===== src/inc/mgc_pkg.sv =====
package mgc_pkg;
   // ---------------------------------------------------------------
   // Register indices (byte address is four times the index)
   // ---------------------------------------------------------------
   localparam logic [11:0] MGC_IDX_DRAM_TIMING_A = 12'h048;
   localparam logic [11:0] MGC_IDX_DUAL_LANE_CFG = 12'h16F;
   localparam logic [11:0] MGC_IDX_GEAR_MODE = 12'h170;
   // Byte addresses derived from the indices
   localparam logic [13:0] MGC_ADR_DRAM_TIMING_A = {MGC_IDX_DRAM_TIMING_A,
                                                   2'b00};
   localparam logic [13:0] MGC_ADR_DUAL_LANE_CFG = {MGC_IDX_DUAL_LANE_CFG,
                                                   2'b00};
   localparam logic [13:0] MGC_ADR_GEAR_MODE = {MGC_IDX_GEAR_MODE, 2'b00};
   // ---------------------------------------------------------------
   // Field layout and reset values
   // ---------------------------------------------------------------
   localparam int MGC_TAL_LSB = 28;
   localparam int MGC_TAL_MSB = 30;
   localparam int MGC_TIMING_LOW_MSB = 27;
   localparam logic [31:0] MGC_TIMING_WMASK = 32'h7FFFFFFF;
   localparam logic [31:0] MGC_TIMING_RST = 32'h00000000;
   localparam logic [7:0] MGC_DUAL_LANE_RST = 8'h00;
   localparam logic [2:0] MGC_TAL_RST = 3'h0;
   // ---------------------------------------------------------------
   // Gear ratio modes
   // ---------------------------------------------------------------
   typedef enum logic [1:0] {
      MGC_RATIO_1TO1 = 2'h0,
      MGC_RATIO_5TO4 = 2'h1,
      MGC_RATIO_4TO5 = 2'h3,
      MGC_RATIO_RSVD = 2'h2
   } mgc_ratio_t;
   localparam logic [1:0] MGC_MODE_RST = 2'h0;
   // Selector values delivered by the gearing registers elsewhere
   typedef struct packed {
      logic [31:0] nb_gear_first;
      logic [31:0] nb_gear_second;
      logic [31:0] sb_gear;
      logic [7:0] sb_valid;
      logic [7:0] nb_bubble;
      logic [7:0] host_full;
   } mgc_sel_t;
   // Effective selectors as the crossing logic sees them
   typedef struct packed {
      mgc_sel_t sel;
      logic [7:0] dual_lane;
      logic [2:0] cas_al;
   } mgc_eff_t;
endpackage : mgc_pkg


===== src/core/mgc_gear_cfg.sv =====
// Implementation choice: the AHB-Lite register port.
module mgc_gear_cfg (
   // Clock and reset
   input wire logic SYS_CLK,
   input wire logic RST_N,
   // AHB-Lite slave
   input wire logic HSEL,
   input wire logic [31:0] HADDR,
   input wire logic [1:0] HTRANS,
   input wire logic HWRITE,
   input wire logic [2:0] HSIZE,
   input wire logic [31:0] HWDATA,
   input wire logic HREADY,
   output logic [31:0] HRDATA,
   output logic HREADYOUT,
   output logic HRESP,
   // Raw selectors from the gearing registers
   input mgc_pkg::mgc_sel_t SEL_IN,
   // Effective selectors to the crossing logic
   output mgc_pkg::mgc_eff_t EFF_OUT,
   output logic [31:0] TIMING_A
);
   import mgc_pkg::*;

   // ---------------------------------------------------------------
   // State
   // ---------------------------------------------------------------
   logic [31:0] timing_ff, nxt_timing;   // Timing register A
   logic [7:0] dual_ff, nxt_dual;        // Dual-lane-valid selector
   logic [1:0] mode_ff, nxt_mode;        // Active gear ratio
   logic wr_pend_ff, nxt_wr_pend;        // Write in data phase
   logic [13:0] wr_adr_ff, nxt_wr_adr;   // Address of pending write
   logic [31:0] rdata_ff, nxt_rdata;     // Read data
   mgc_eff_t eff_ff, nxt_eff;            // Effective selectors
   logic addr_ok;                        // Valid address phase
   mgc_ratio_t ratio;                    // Decoded ratio

   // Read mux over register values
   function automatic logic [31:0] rd_mux(input logic [13:0] a,
                                         input logic [31:0] t,
                                         input logic [7:0] d,
                                         input logic [1:0] m);
      logic [31:0] r;
      r = 32'h00000000;
      unique case (a)
         MGC_ADR_DRAM_TIMING_A: r = t & MGC_TIMING_WMASK;
         MGC_ADR_DUAL_LANE_CFG: r = {24'h000000, d};
         MGC_ADR_GEAR_MODE: r = {30'h0, m};
         default: r = 32'h00000000;  // Unmapped reads as zero
      endcase
      return r;
   endfunction : rd_mux

   // ---------------------------------------------------------------
   // Bus slave
   // ---------------------------------------------------------------
   assign addr_ok = HSEL & HTRANS[1] & HREADY;

   // Next state of registers and bus pipeline
   always_comb begin
      nxt_timing = timing_ff;
      nxt_dual = dual_ff;
      nxt_mode = mode_ff;
      // Data phase write lands here
      if (wr_pend_ff) begin
         unique case (wr_adr_ff)
            MGC_ADR_DRAM_TIMING_A: begin
               nxt_timing = HWDATA & MGC_TIMING_WMASK;
            end
            MGC_ADR_DUAL_LANE_CFG: begin
               nxt_dual = HWDATA[7:0];
            end
            MGC_ADR_GEAR_MODE: begin
               nxt_mode = HWDATA[1:0];
            end
            default: begin
               nxt_mode = mode_ff;  // Unmapped write is dropped
            end
         endcase
      end
      nxt_wr_pend = addr_ok & HWRITE;
      nxt_wr_adr = addr_ok ? {HADDR[13:2], 2'b00} : wr_adr_ff;
      // Bypass from the write so back-to-back reads see new data
      nxt_rdata = (addr_ok & ~HWRITE) ?
                  rd_mux({HADDR[13:2], 2'b00}, nxt_timing, nxt_dual,
                         nxt_mode) : 32'h00000000;
   end

   // Register stage
   always_ff @(posedge SYS_CLK) begin
      if (!RST_N) begin
         timing_ff <= MGC_TIMING_RST;
         dual_ff <= MGC_DUAL_LANE_RST;
         mode_ff <= MGC_MODE_RST;
         wr_pend_ff <= 1'b0;
         wr_adr_ff <= 14'h0;
         rdata_ff <= 32'h00000000;
      end else begin
         timing_ff <= nxt_timing;
         dual_ff <= nxt_dual;
         mode_ff <= nxt_mode;
         wr_pend_ff <= nxt_wr_pend;
         wr_adr_ff <= nxt_wr_adr;
         rdata_ff <= nxt_rdata;
      end
   end

   // ---------------------------------------------------------------
   // Mode gating of selectors
   // ---------------------------------------------------------------
   assign ratio = mgc_ratio_t'(mode_ff);

   // Effective selectors for the present ratio
   always_comb begin
      nxt_eff = '0;
      nxt_eff.sel.nb_gear_first = SEL_IN.nb_gear_first;
      nxt_eff.sel.sb_gear = SEL_IN.sb_gear;
      nxt_eff.cas_al = timing_ff[MGC_TAL_MSB:MGC_TAL_LSB];
      unique case (ratio)
         MGC_RATIO_4TO5: begin
            nxt_eff.sel.nb_gear_second = SEL_IN.nb_gear_second;
            nxt_eff.sel.sb_valid = SEL_IN.sb_valid;
            nxt_eff.dual_lane = dual_ff;
            nxt_eff.sel.host_full = SEL_IN.host_full;
         end
         MGC_RATIO_5TO4: begin
            nxt_eff.sel.nb_bubble = SEL_IN.nb_bubble;
            nxt_eff.sel.host_full = SEL_IN.host_full;
            nxt_eff.dual_lane = 8'h00;
         end
         default: begin
            nxt_eff.dual_lane = 8'h00;  // 1:1 and reserved code
         end
      endcase
   end

   // Effective selector register
   always_ff @(posedge SYS_CLK) begin
      if (!RST_N) begin
         eff_ff <= '0;
      end else begin
         eff_ff <= nxt_eff;
      end
   end

   // ---------------------------------------------------------------
   // Outputs
   // ---------------------------------------------------------------
   assign HRDATA = rdata_ff;
   assign HREADYOUT = 1'b1;
   assign HRESP = 1'b0;
   assign EFF_OUT = eff_ff;
   assign TIMING_A = timing_ff;
endmodule : mgc_gear_cfg


===== config.mk =====
export PLATFORM = sky130hd
export DESIGN_NAME = mgc_gear_cfg
export DESIGN_NICKNAME = d
export VERILOG_FILES = /design/src/inc/mgc_pkg.sv /design/src/core/mgc_gear_cfg.sv
export SDC_FILE = /design/constraint.sdc
export NUM_CORES = 1
export LEC_CHECK = 0
export BUFFER_PORTS_ARGS = -buffer_cell sky130_fd_sc_hd__buf_2
export CAP_MARGIN = 20
export CORE_AREA = 2 2 150 152
export DETAILED_ROUTE_END_ITERATION = 7
export DIE_AREA = 0 0 152 154
export PLACE_DENSITY = 0.71
export SETUP_SLACK_MARGIN = 0.02
export SLEW_MARGIN = 20
export SYNTH_ARGS = -nofsm -noshare
export SYNTH_HDL_FRONTEND = slang
export SYNTH_SLANG_ARGS = --single-unit

===== constraint.sdc =====
create_clock -name SYS_CLK -period 1.6 [get_ports SYS_CLK]
set_input_delay 0.16 -clock SYS_CLK [delete_from_list [all_inputs] [get_ports SYS_CLK]]
set_output_delay 0.16 -clock SYS_CLK [all_outputs]
set_load 0.005 [all_outputs]

* Yosys cells after proc, flatten, opt, wreduce, memory -nomap -nowiden
Index checks and enable logic that the tools add are counted.
** Word-level totals
- Bits in registers :: 217
- Output and inout bits :: 197
- Logic and storage cells :: 39
** Operators by class
- Eq/ne operators :: 8
- Muxes and demuxes :: 7
- Bitwise logic cells :: 5
- Reductions and logical operators :: 5
** Operator list (count)
- case mux 31 bit (3 select lines) :: 1
- 2-to-1 mux 31 bit :: 2
- equality test 12 x 9 -> 1 bit (second input constant) :: 4
- equality test 12 x 7 -> 1 bit (second input constant) :: 2
- 2-to-1 mux 8 bit :: 2
- AND reduction 2 bit :: 4
- bitwise AND 1 bit :: 4
- 2-to-1 mux 2 bit :: 2
- equality test 2 x 1 -> 1 bit (second input constant) :: 1
- equality test 2 bit (second input constant) :: 1
- OR reduction 2 bit :: 1
- NOT 1 bit :: 1

* Depth between registers and ports, before layout
- Depth in word-level cells :: 4
- Gate-level depth with buffers :: 7

* Worst setup path before layout
Ideal clock, no wire load.
- Path kind :: flip-flop to flip-flop
- Start point :: reg wr_adr_ff[13]
- End point :: reg rdata_ff[1] (netlist: HRDATA[1])
- Setup time :: 115 ps
- Data arrival time :: 1443 ps
- Setup slack :: 42 ps
- Stages on the path, launching flop included :: 7
- Buffers on the path :: 1
- Period minus slack after synthesis :: 1558 ps
- Cell sequence :: dfxtp_1 -> nor4b_1 -> and4_1 -> buf_4 -> mux2i_1 -> o22ai_1 -> o21a_1
** Between the ends
- Word-level cells in the longest chain between the ends :: 4
- Elaborated cells on any way between the ends :: 10
** RTL lines
- from (decl) :: RTL line mgc_gear_cfg.sv:32 : logic [13:0] wr_adr_ff, nxt_wr_adr;
- from (signal assigned) :: RTL line mgc_gear_cfg.sv:103 : wr_adr_ff <= nxt_wr_adr;
- equality test 12 x 9 -> 1 bit / equality test 12 x 7 -> 1 bit (equally long branches) :: RTL line mgc_gear_cfg.sv:66 : unique case (wr_adr_ff)
- 2-to-1 mux 2 bit, or another cell as far along :: RTL line mgc_gear_cfg.sv:66
- 2-to-1 mux 2 bit, or another cell as far along :: RTL line mgc_gear_cfg.sv:65 : if (wr_pend_ff) begin
- case mux 31 bit (3 select lines) (*) :: RTL line mgc_gear_cfg.sv:45 : unique case (a)
- to (signal assigned) :: RTL line mgc_gear_cfg.sv:104 : rdata_ff <= nxt_rdata;
- to (decl) :: RTL line mgc_gear_cfg.sv:33 : logic [31:0] rdata_ff, nxt_rdata;
Mark *: on every way between the ends. The rest lies on a longest branch, timed or not.
A chain may end at the register's enable or synchronous reset.

* Final worst setup path
- Start point :: reg wr_adr_ff[9]
- End point :: reg rdata_ff[13] (netlist: HRDATA[13])
** Between the ends
- Word-level cells in the longest chain between the ends :: 4
** RTL lines (RTL line)
- equality test 12 x 7 -> 1 bit :: mgc_gear_cfg.sv:66
- 2-to-1 mux 31 bit :: mgc_gear_cfg.sv:66
- 2-to-1 mux 31 bit :: mgc_gear_cfg.sv:65
- case mux 31 bit (3 select lines) :: mgc_gear_cfg.sv:45
Every way passes these cells.

==> run_results.csv <==
group,metric,value,unit
status,outcome,"complete, but fails checks",
status,violations,"negative setup slack",
sta,slew_violations,0,
clock_network,cts_root_buf,"clkbuf_16",
cells_and_area,ff_latch_area,4330,um2
critical_path,endpoint_kind,"flop",
route,drt-initial-drc-count,174,
logic_synthesis,syn_inst,572,
cells_and_area,nFillCells,1795,
hold_path,hold_path.class,"primary input to flop",
sta,setup_tns,-0.129,ns
global_route,track_usage,17.7,%
die,coreArea,21700,um2
sta,worstMarginPinSlew,0.547,ns
critical_path,r2r_cells,7,
critical_path,cp.required,1.98,ns
route,top_layer_used,"met4",
cells_and_area,postLayoutCoreUtil,52.7,%
die,dieArea,23400,um2
cells_and_area,area_delta_synth_final,72.9,%
place,port-buffer-count,361,
cells_and_area,final_nets,1308,
hold_path,min_path_cells,2,
global_route,antenna_found_initial,0,
critical_path,cp_data_arrival_time,2.01,ns
global_route,grt_pass1_vias,6199,
critical_path,crit_type,"flop to flop",
logic_synthesis,synthFlopType,"dfxtp_1",
route,wirelength,21.9,mm
critical_path,worstPathMaxFanout,22,
place,hpwl,14.0,mm
flow_run,drv_cap,0,
logic_synthesis,synth_area_leaders,"dfxtp_1, and2_1, mux2i_1, nor2b_1, nor2_1",
sta,slew-limit-headroom,63.4,%
sta,worst_slack,-0.0292,ns
die,ioPinCount,391,
logic_synthesis,ys_warn_count,0,
logic_synthesis,netlist.area_leader.share,65.4,%
cells_and_area,multiInputGateArea,2300,um2
clock_network,clk_path_buf_depth,3,
cells_and_area,drive_gt1_share,40.3,%
logic_synthesis,synth_cell_types,30,
logic_synthesis,synth-seq-cells,216,
sta,hold_ws,0.0618,ns
route,wl_per_cell,15.5,um
sta,fin_crit_sh,102,%
power,p_leak,5.56,nW
logic_synthesis,async_flop_share,0,%
die,rows,54,
route,via_per_inst,4.21,
route,wl_met1,8.32,mm
die,start_util,30.5,%
cells_and_area,final_common_cell,"buf_2",
clock_network,cts_made_buffers,23,
sta,fin_worst_skew,0.0189,ns
global_route,grt_max_degree,58,
sta,setup_viol,14,
cells_and_area,final_cell_mix,"buf_2, dfxtp_1, dlygate4sd3_1",
global_route,grt_pass1_wl,33.2,mm
power,power,11.6,mW
clock_network,clkSlewWorstSetupHoldPaths,0.06,ns
route,wl_met3,1.80,mm
clock_network,cts_htree_levels,1,
clock_network,clkSinkCount,216,
logic_synthesis,synth_area,6610,um2
power,power_density,1020,nW/um2
logic_synthesis,syn_avg_cell_area,11.6,um2
logic_synthesis,yosysTopAreaCell,"dfxtp_1",
sta,timing.fmax,614,MHz
die,die_h,154,um
sta,period_needed,1.63,ns
route,dr.pass1.iters,4,
route,route.met2.wl,11.0,mm
critical_path,start_kind,"flop",
route,post-route-drc-count,0,
logic_synthesis,synth_edf_count,0,
route,num_vias,5943,
clock_network,clk_latency,0.51,ns
logic_synthesis,yosysSeqAreaShare,65.4,%
sta,finalHoldViolations,0,
global_route,overflow,0,
clock_network,cts_tree,"yes",
power,peakVddDrop,0.000867,V
place,gp_congestion,0.795,
die,die_w,152,um
route,postRouteAntennaNets,0,
sta,rsz0062_at_grt,"yes",
cells_and_area,antennaDiodeCount,0,
==> cell type report <==
class | instances | share of cell area (%)
Tap cell | 280 | 3.07
Clock inverter | 10 | 0.930
Timing Repair Buffer | 548 | 32.3
Multi-Input combinational cell | 325 | 20.2
Clock buffer | 32 | 5.68
Sequential cell | 216 | 37.9
==> power by group <==
group | switching [mW] | internal [mW] | leakage (nW)
combinational | 0.288 | 0.552 | 3.43
sequential | 0.0351 | 5.48 | 1.76
clock | 2.11 | 3.16 | 0.375
==> per-layer routing <==
| layer | vias to the layer above | track usage [%] |
|---|---|---|
| li1 | 2914 | - |
| met1 | 2678 | 18.7 |
| met2 | 302 | 32.4 |
| met3 | 49 | 5.44 |
| met4 | 0 | 7.48 |
| met5 | - | 0 |
==> sequential cells by signal, summed over array words and instances (netlist names) <==
name,flops
HRDATA,31
wr_adr_ff,12
wr_pend_ff,1
dual_ff,8
EFF_OUT,131
mode_ff,2
TIMING_A,31
==> path summary, 6_finish.rpt <==
path	start	endpoint	slack, ns
worst min-delay path	RST_N	EFF_OUT[120]	0.06
worst max-delay path	wr_adr_ff[9]	HRDATA[13]	-0.03
worst min register to register	wr_adr_ff[8]	wr_adr_ff[8]	0.46
worst max register to register	wr_adr_ff[9]	HRDATA[13]	-0.03
==> critical path, cell delays in order (launching register included) <==
cell and delay [ns]:
dfxtp_1 0.32, and3b_1 0.20, buf_4 0.14, nand4_2 0.09, buf_12 0.16, buf_16 0.23, mux2i_2 0.27, nor2_1 0.07
==> cell families after synthesis <==
| kind of cell | count (synthesis) | share of synthesized area [%] |
|---|---|---|
| buf+inv | 33 | 2.35 |
| mux | 41 | 6.21 |
| flops | 216 | 65.4 |
| other cells | 2 | 0.114 |
| compound gates | 23 | 2.48 |
| simple gates | 257 | 23.4 |
==> synth_stat cells (all sizes together), types with 2 or more instances <==
cell	instances
a21boi	12
and2	129
and3	13
and4	3
buf	10
clkbuf	23
conb	2
dfxtp	216
mux2i	41
nand2	26
nand2b	2
nand4	2
nand4b	2
nor2	29
nor2b	43
nor4	2
nor4b	2
o21a	2
o22ai	8
==> through the flow <==
step / worst slack, ns / cells / cell area [um2]
2_1_floorplan: 0.0424 / 574 / 6620
3_3_place_gp: -0.145 / 1204 / 8850
3_5_place_dp: -0.187 / 1204 / 8850
4_1_cts: -0.0183 / 1411 / 11300
5_1_grt: -0.0982 / 1411 / 11400
6_report: -0.0292 / 1411 / 11400
==> repair_timing <==
action	4_1_cts	5_1_grt
cloned	0	0
resized for setup	17	19
pin swaps	10	1
setup buffers	2	0
hold buffers	163	0
endpoints found under the hold margin	192	0
setup endpoints to repair	40	55
No activity file was read; power rests on OpenSTA's default activity.
